<file path="src/i2h_pkg.sv">
// constants, types and helpers for the two-wire bus master
`default_nettype none

package i2h_pkg;

    // clock and bus timing
    localparam int CLK_PERIOD_NS = 40;
    localparam int SCL_QUARTER_NS = 2500;
    localparam int QUARTER_CYC_I =
        (SCL_QUARTER_NS + CLK_PERIOD_NS - 1) / CLK_PERIOD_NS;
    localparam logic [7:0] QUARTER_CYC = 8'(QUARTER_CYC_I);
    localparam logic [7:0] HALF_LAST = 8'(2 * QUARTER_CYC_I - 1);

    // frame layout
    localparam logic [3:0] ACK_SLOT = 4'h8;

    // line levels at the open-drain enables
    localparam logic LINE_REL = 1'b1;
    localparam logic LINE_DRV = 1'b0;
    localparam logic [1:0] LINES_IDLE = 2'h3;

    // reset values
    localparam logic [7:0] RST_BYTE = 8'h00;
    localparam logic [7:0] RST_CNT = 8'h00;
    localparam logic [3:0] RST_BIT = 4'h0;

    typedef enum logic [3:0] {
        ST_IDLE,
        ST_WAIT_FREE,
        ST_RESTART,
        ST_START_A,
        ST_START_B,
        ST_BIT_LOW,
        ST_BIT_HIGH,
        ST_HOLD,
        ST_STOP_A,
        ST_STOP_B,
        ST_STOP_C
    } i2h_state_t;

    typedef struct packed {
        logic start;
        logic stop;
        logic rd;
        logic nack;
        logic [7:0] data;
    } i2h_cmd_t;

    typedef struct packed {
        logic [7:0] data;
        logic nack;
        logic lost;
    } i2h_rsp_t;

    // level the master puts on the data line for the current bit
    function automatic logic tx_level(input i2h_cmd_t c,
                                      input logic [3:0] bit_no,
                                      input logic [7:0] sh);
        logic lvl;
        lvl = LINE_REL;
        if (bit_no < ACK_SLOT) begin
            lvl = c.rd ? LINE_REL : sh[7];
        end else begin
            lvl = c.rd ? c.nack : LINE_REL;
        end
        return lvl;
    endfunction : tx_level

endpackage : i2h_pkg

`default_nettype wire

</file>
<file path="src/i2h_sync.sv">
// two-stage synchroniser for the clock and data lines
`default_nettype none

module i2h_sync
    import i2h_pkg::*;
(
    // system
    input wire logic ref_clk,
    input wire logic rstn,
    // raw lines in, synchronised lines out {clock, data}
    input wire logic [1:0] pin,
    output logic [1:0] pin_s
);

    logic [1:0] meta;

    always_ff @(posedge ref_clk) begin
        if (!rstn) begin
            meta <= LINES_IDLE;
            pin_s <= LINES_IDLE;
        end else begin
            meta <= pin;
            pin_s <= meta;
        end
    end

endmodule : i2h_sync

`default_nettype wire

</file>
<file path="src/i2h_master.sv">
// byte-level master for the shared two-wire open-drain bus
// Notes on behaviour
// - every exchange opens with Start, address, then one direction bit
// - Start is data falling while clock stays high
// - matching slave acknowledges address; roles follow the direction bit
// - address and data bytes go out most significant bit first
// - direction bit one means read, zero means write
// - acknowledge is the receiver pulling data low in the ninth slot
// - data changes only while clock is low; else Start or Stop
// - reading master acknowledges each byte except the last one
// - reading master ends with Stop where the last acknowledge goes
// - Stop is data rising while clock stays high
// - master may keep the bus with a repeated Start instead of Stop
// - single write, single read, or combined messages joined by restart
// - master waits until released clock really rises
// - no new message while bus busy; wait for idle
// - transmitter seeing data mismatch loses and releases data
// - losing master also releases clock and waits for Stop
// - winning transmitter carries on unchanged
// - lower address wins; equal addresses arbitrate on through data
// - each unit is eight data bits plus one acknowledge bit
// - data is sampled at the rising edge of the clock line
// - bus idle only with both lines high and no master active
`default_nettype none

module i2h_master
    import i2h_pkg::*;
(
    // system
    input wire logic ref_clk,
    input wire logic rstn,
    // command
    input wire logic cmd_valid,
    input wire i2h_cmd_t cmd,
    output logic cmd_ready,
    // response
    output logic rsp_valid,
    output i2h_rsp_t rsp,
    // bus state
    output logic bus_busy,
    // clock line
    input wire logic scl_i,
    output logic scl_o,
    output logic scl_oe_n,
    // data line
    input wire logic sda_i,
    output logic sda_o,
    output logic sda_oe_n
);

    logic [1:0] line_s;
    logic scl_s;
    logic sda_s;
    logic scl_d;
    logic sda_d;
    logic seen_low;
    logic start_det;
    logic stop_det;
    i2h_state_t state;
    logic [7:0] cnt;
    logic [3:0] bit_cnt;
    logic [7:0] shift;
    i2h_cmd_t cur;
    logic hi_seen;
    logic ack_smp;
    logic tx_bit;

    // line sensing through two flip-flops
    i2h_sync u_sync (
        .ref_clk(ref_clk),
        .rstn(rstn),
        .pin({scl_i, sda_i}),
        .pin_s(line_s)
    );

    assign scl_s = line_s[1];
    assign sda_s = line_s[0];

    // condition detectors on the synchronised lines
    assign start_det = scl_s && scl_d && sda_d && !sda_s;
    assign stop_det = scl_s && scl_d && !sda_d && sda_s
                      && seen_low;

    // transmitting bits (not acknowledge, not reading)
    assign tx_bit = !cur.rd && (bit_cnt < ACK_SLOT);

    // open-drain pins only ever pull low
    always_ff @(posedge ref_clk) begin
        scl_o <= LINE_DRV;
        sda_o <= LINE_DRV;
    end

    // bus monitor: busy from Start until a valid Stop
    always_ff @(posedge ref_clk) begin
        if (!rstn) begin
            scl_d <= LINE_REL;
            sda_d <= LINE_REL;
            seen_low <= 1'b0;
            bus_busy <= 1'b0;
        end else begin
            scl_d <= scl_s;
            sda_d <= sda_s;
            if (start_det) begin
                bus_busy <= 1'b1;
                seen_low <= 1'b0;
            end else if (stop_det) begin
                bus_busy <= 1'b0;
            end else if (!scl_s) begin
                seen_low <= 1'b1;
            end
        end
    end

    // bit-level sequencer
    always_ff @(posedge ref_clk) begin
        if (!rstn) begin
            state <= ST_IDLE;
            cnt <= RST_CNT;
            bit_cnt <= RST_BIT;
            shift <= RST_BYTE;
            cur <= '0;
            hi_seen <= 1'b0;
            ack_smp <= LINE_REL;
            scl_oe_n <= LINE_REL;
            sda_oe_n <= LINE_REL;
            cmd_ready <= 1'b0;
            rsp_valid <= 1'b0;
            rsp <= '0;
        end else begin
            rsp_valid <= 1'b0;
            cnt <= cnt + 8'h01;
            case (state)
                ST_IDLE: begin
                    cmd_ready <= 1'b1;
                    scl_oe_n <= LINE_REL;
                    sda_oe_n <= LINE_REL;
                    cnt <= RST_CNT;
                    if (cmd_valid && cmd_ready) begin
                        cur <= cmd;
                        shift <= cmd.data;
                        cmd_ready <= 1'b0;
                        state <= ST_WAIT_FREE;
                    end
                end
                ST_WAIT_FREE: begin
                    // both lines high for a quarter period, no owner
                    if (bus_busy || !scl_s || !sda_s) begin
                        cnt <= RST_CNT;
                    end else if (cnt == QUARTER_CYC) begin
                        cnt <= RST_CNT;
                        state <= ST_START_A;
                    end
                end
                ST_RESTART: begin
                    // clock held low; free data, then release clock
                    if (cnt == QUARTER_CYC) begin
                        sda_oe_n <= LINE_REL;
                    end
                    if (cnt == HALF_LAST) begin
                        scl_oe_n <= LINE_REL;
                        cnt <= RST_CNT;
                        state <= ST_START_A;
                    end
                end
                ST_START_A: begin
                    if (!scl_s) begin
                        cnt <= RST_CNT;
                    end else if (cnt == QUARTER_CYC) begin
                        cnt <= RST_CNT;
                        if (!sda_s) begin
                            // another master already holds data low
                            state <= ST_IDLE;
                            scl_oe_n <= LINE_REL;
                            sda_oe_n <= LINE_REL;
                            rsp_valid <= 1'b1;
                            rsp <= '{data: RST_BYTE, nack: LINE_REL,
                                     lost: 1'b1};
                        end else begin
                            sda_oe_n <= LINE_DRV;
                            state <= ST_START_B;
                        end
                    end
                end
                ST_START_B: begin
                    if (cnt == QUARTER_CYC) begin
                        scl_oe_n <= LINE_DRV;
                        bit_cnt <= RST_BIT;
                        cnt <= RST_CNT;
                        state <= ST_BIT_LOW;
                    end
                end
                ST_BIT_LOW: begin
                    if (cnt == QUARTER_CYC) begin
                        // data moves only in the clock-low half
                        sda_oe_n <= tx_level(cur, bit_cnt, shift);
                    end
                    if (cnt == HALF_LAST) begin
                        scl_oe_n <= LINE_REL;
                        hi_seen <= 1'b0;
                        cnt <= RST_CNT;
                        state <= ST_BIT_HIGH;
                    end
                end
                ST_BIT_HIGH: begin
                    if (!hi_seen) begin
                        cnt <= RST_CNT;
                        // stay here while a slave stretches the clock
                        if (scl_s) begin
                            hi_seen <= 1'b1;
                            if (bit_cnt < ACK_SLOT) begin
                                shift <= {shift[6:0], sda_s};
                            end else begin
                                ack_smp <= sda_s;
                            end
                            if (tx_bit && sda_oe_n && !sda_s) begin
                                // lost: free both lines at once
                                state <= ST_IDLE;
                                scl_oe_n <= LINE_REL;
                                sda_oe_n <= LINE_REL;
                                rsp_valid <= 1'b1;
                                rsp <= '{data: shift, nack: LINE_REL,
                                         lost: 1'b1};
                            end
                        end
                    end else if (!scl_s || cnt == HALF_LAST) begin
                        // end high half; another master may cut it short
                        scl_oe_n <= LINE_DRV;
                        cnt <= RST_CNT;
                        if (bit_cnt < ACK_SLOT) begin
                            bit_cnt <= bit_cnt + 4'h1;
                            state <= ST_BIT_LOW;
                        end else begin
                            rsp_valid <= 1'b1;
                            rsp <= '{data: shift,
                                     nack: cur.rd ? cur.nack : ack_smp,
                                     lost: 1'b0};
                            if (cur.stop) begin
                                state <= ST_STOP_A;
                            end else begin
                                cmd_ready <= 1'b1;
                                state <= ST_HOLD;
                            end
                        end
                    end
                end
                ST_HOLD: begin
                    // own the bus with the clock low until the next byte
                    cnt <= RST_CNT;
                    if (cmd_valid && cmd_ready) begin
                        cur <= cmd;
                        shift <= cmd.data;
                        cmd_ready <= 1'b0;
                        bit_cnt <= RST_BIT;
                        if (cmd.start) begin
                            state <= ST_RESTART;
                        end else begin
                            state <= ST_BIT_LOW;
                        end
                    end
                end
                ST_STOP_A: begin
                    if (cnt == QUARTER_CYC) begin
                        sda_oe_n <= LINE_DRV;
                    end
                    if (cnt == HALF_LAST) begin
                        scl_oe_n <= LINE_REL;
                        cnt <= RST_CNT;
                        state <= ST_STOP_B;
                    end
                end
                ST_STOP_B: begin
                    if (!scl_s) begin
                        cnt <= RST_CNT;
                    end else if (cnt == QUARTER_CYC) begin
                        sda_oe_n <= LINE_REL;
                        cnt <= RST_CNT;
                        state <= ST_STOP_C;
                    end
                end
                ST_STOP_C: begin
                    if (cnt == HALF_LAST) begin
                        cnt <= RST_CNT;
                        state <= ST_IDLE;
                    end
                end
                default: begin
                    state <= ST_IDLE;
                end
            endcase
        end
    end
endmodule : i2h_master

`default_nettype wire

</file>
<file path="config.mk">
export PLATFORM = sky130hd
export DESIGN_NAME = i2h_master
export DESIGN_NICKNAME = d
export VERILOG_FILES = /design/src/i2h_pkg.sv /design/src/i2h_sync.sv /design/src/i2h_master.sv
export SDC_FILE = /design/constraint.sdc
export NUM_CORES = 1
export LEC_CHECK = 0
export BUFFER_PORTS_ARGS = -buffer_cell sky130_fd_sc_hd__buf_2
export CORE_MARGIN = 4
export CORE_UTILIZATION = 54
export CTS_BUF_LIST = sky130_fd_sc_hd__clkbuf_8
export DETAILED_ROUTE_END_ITERATION = 8
export PLACE_DENSITY_LB_ADDON = 0.05
export REMOVE_ABC_BUFFERS = 1
export SYNTH_ARGS = -nofsm -noshare
export SYNTH_HDL_FRONTEND = slang
export SYNTH_SLANG_ARGS = --single-unit
</file>
<file path="constraint.sdc">
create_clock -name ref_clk -period 1.89 [get_ports ref_clk]
set_input_delay 0.189 -clock ref_clk [delete_from_list [all_inputs] [get_ports ref_clk]]
set_output_delay 0.189 -clock ref_clk [all_outputs]
set_load 0.05 [all_outputs]
</file>
==> results.json <==
{
  "status": "finished, violations left",
  "violations": "negative setup slack",
  "coreArea_sq_mm": 0.004786,
  "clkPwrFrac_pct": 23.5,
  "rows": 25,
  "fill_cells": 316,
  "grt_max_degree": 21,
  "fin_setup_tns_ns": -0.7268,
  "hold_path_class": "input pin to flop",
  "top_usage_layer": "met2",
  "cts.reportedPaths.clkPinSlew_ns": 0.11,
  "antenna_found_initial": 0,
  "crit_top_cell": "buf_4",
  "dieArea_sq_mm": 0.006227,
  "place_congestion": 0.9710,
  "slew_headroom_pct": 62.74,
  "start_kind": "flop",
  "gr-usage-met3_pct": 4.195,
  "ys_top_cells_by_area": "dfxtp_1, mux2i_1, nor2_1, a211oi_1, a21oi_1",
  "cts_tree": "done",
  "first_pass_iters": 5,
  "track_usage_pct": 24.66,
  "grt_pass1_wl_microns": 12280,
  "register_area_sq_mm": 0.001046,
  "first_iter_violations": 331,
  "peakVddDrop_uv": 627.9,
  "fp.dieH_microns": 78.91,
  "clock_latency_ns": 0.31,
  "drv_slew": 0,
  "nets": 417,
  "tightest_slew_ns": 0.5583,
  "p_int_w": 0.002569,
  "timing.final.crit_share_pct": 109.0,
  "die_w_microns": 78.91,
  "hold_ws_ns": 0.05771,
  "cp_max_fo": 10,
  "layoutNonFillerInstCount": 465,
  "combPwrFrac_pct": 44.3,
  "hold_buffers": 0,
  "gr-usage-met1_pct": 32.77,
  "end_kind": "flop",
  "drive_above_1_share_pct": 40.95,
  "drc": 0,
  "synth_area_per_cell_sq_um": 8.758,
  "dp.final_hpwl_microns": 5169,
  "cp.arrival_ns": 2.25,
  "htreeDepth": 2,
  "syn_area_sq_mm": 0.002715,
  "dp_cells": 443,
  "cts-root-buf": "clkbuf_8",
  "clock-sinks": 51,
  "setup_violations": 12,
  "synth_cells": 310,
  "grt_pass1_vias": 2547,
  "syn_to_final_growth_pct": 39.40,
  "hold_viol": 0,
  "swShare_pct": 35.62,
  "ys_types": 63,
  "p_seq_share_pct": 32.3,
  "grtUsageMet2_pct": 40.32,
  "vias": 2769,
  "skew_ns": 0.01496,
  "synthArstFlopShare_pct": 0,
  "final_area_sq_mm": 0.003785,
  "numCtsBuffers": 5,
  "clk_path_buf_depth": 2,
  "portBuffers": 31,
  "ys_warn_count": 0,
  "grt_overflow": 0,
  "vias_per_cell": 5.955,
  "crit_type": "flop to flop",
  "max_freq_mhz": 485.5,
  "synth_edf_count": 0,
  "yosysSeqAreaShare_pct": 37.60,
  "power_leakage_nw": 1.594,
  "drt.antenna.violating_nets": 0,
  "critPathMaxStageDelay_ns": 0.55,
  "multi_input_area_sq_mm": 0.001778,
  "synth_seq_cells": 51,
  "yosys.area.top_type_share_pct": 37.60,
  "synth_largest_area_cell": "dfxtp_1",
  "crit_chain": "buf_4 -> or4b_4 -> a31oi_4 -> a2111oi_4 -> nand3_4 -> buf_4 -> mux2i_1 -> nor2_1",
  "worst_slack_ns": -0.1697,
  "drt_wl_total_microns": 7893,
  "maxCapViolCount": 0,
  "start_util_pct": 56.73,
  "cp.required_ns": 2.08,
  "powerDensity_mw_per_mm2": 1054,
  "post_dp_cell_area_sq_mm": 0.003257,
  "routedWlPerCell_microns": 16.97,
  "min_period_ns": 2.060,
  "pin_count": 34,
  "yosys_most_used_dff": "dfxtp_1",
  "p_sw_w": 0.001421,
  "rsz0062_at_grt": "yes",
  "n_antenna_cell": 0,
  "cpMaxStageDelayCell": "or4b_4"
}
==> sequential cells by signal (all words and copies together), names as in the netlist, 2 cells and up <==
register      flops
bit_cnt           4
cur               3
rsp              10
cnt               8
u_sync.meta       2
state             4
shift             8
u_sync.pin_s      2
==> timing repair <==
action | CTS | global route
pin swaps | 21 | 17
hold endpoints to repair | 0 | 0
setup buffers | 7 | 7
setup endpoints to repair | 37 | 40
gates cloned | 0 | 1
resized for setup | 46 | 25
==> worst paths after layout <==
path / start / to / slack [ns] / depth (start not counted)
worst max-delay path: state[1]$_SDFFE_PN0P_ / state[2]$_SDFFE_PN0P_ / -0.17 / 8
worst min register to register: u_sync.meta[0]$_SDFF_PN1_ / u_sync.pin_s[0]$_SDFF_PN1_ / 0.40 / 1
worst max register to register: state[1]$_SDFFE_PN0P_ / state[2]$_SDFFE_PN0P_ / -0.17 / 8
worst min-delay path: sda_i / u_sync.meta[0]$_SDFF_PN1_ / 0.06 / 2
==> power by group through the flow <==
stage | logic [W] | registers (W) | clock network, W
after floorplan | 0.000767 | 0.00138 | 0
after global placement | 0.00133 | 0.00128 | 0
after detailed placement | 0.00134 | 0.00128 | 0
after CTS | 0.00150 | 0.00128 | 0.000945
after global routing | 0.00188 | 0.00130 | 0.000995
final | 0.00177 | 0.00129 | 0.000936
==> final cells by class <==
class	instances	share of cell area, %
clock inverter	3	1.884
sequential	51	27.64
timing repair buffer	99	18.48
tap	67	2.215
inverter	10	0.9917
clock buffer	5	1.818
multi-input combinational	230	46.98
==> kinds of logic after synthesis <==
family	after synthesis	synth area share, %
and+or+nand+nor	119	23.36
AOI/OAI and AO/OA	82	23.83
DFF	51	37.60
buffers and inverters	31	5.576
muxes	15	5.530
xor gates and xnor gates	8	2.581
adders and majority gates	3	1.383
other	1	0.1381
==> per-stage QoR <==
stage               worst slack [ns]  util (%)  power (W)
CTS                         -0.02921     75.58   0.003719
floorplan                    -0.4157         -   0.002147
detailed placement           -0.1590     68.05   0.002622
global route                 -0.1903     79.09   0.004176
global placement             -0.1188     68.05   0.002607
finish                       -0.1697     79.09   0.003990
==> cell usage after synthesis (3+ instances only) <==
master,instances
nand2_1,17
and3_1,6
o211a_1,3
buf_1,3
inv_1,10
o21ai_0,13
nor2b_1,7
buf_2,4
dfxtp_1,51
clkbuf_1,8
a21oi_1,14
mux2i_1,15
ha_1,3
buf_4,4
nand2b_1,10
a211oi_1,11
nor3_1,11
nand4_1,3
a31oi_1,7
nor2_1,40
xor2_1,6
a311oi_1,3
a22o_1,8
nand3_1,7
==> critical path: cells and delay by family (launching register included) <==
| family | cells | cell delay [ns] |
|---|---|---|
| multiplexers | 1 | 0.19 |
| buffers and inverters | 2 | 0.32 |
| AND/OR/NAND/NOR | 3 | 0.77 |
| AO/OA/AOI/OAI | 2 | 0.28 |
| flip-flops | 1 | 0.38 |
==> layer usage <==
metal | part of all wire [%] | up-vias | wire length (microns)
li1 | - | 1293 | -
met1 | 42 | 1287 | 3318
met2 | 47 | 155 | 3709
met3 | 7.7 | 34 | 610
met4 | 3.2 | 0 | 255
met5 | 0 | - | 0
==> placed cells by master, fill, tap and decap left out, types with 3 or more instances in the layout <==
master / n
nand2b_1: 10
a2111oi_4: 3
nor3_2: 3
clkbuf_8: 5
nand3_1: 7
mux2i_1: 15
nand2_2: 3
nor2_1: 38
nor3_1: 8
inv_1: 9
nor2b_1: 6
and3_1: 6
dfxtp_4: 4
a211oi_1: 9
nand4_1: 3
a21oi_1: 12
nand2_1: 15
a22o_1: 8
buf_6: 7
xor2_1: 6
a31oi_1: 6
dfxtp_1: 39
a311oi_1: 3
o21ai_0: 10
buf_2: 31
dfxtp_2: 8
buf_4: 60
Note: power is estimated with default switching activity, not from simulation.
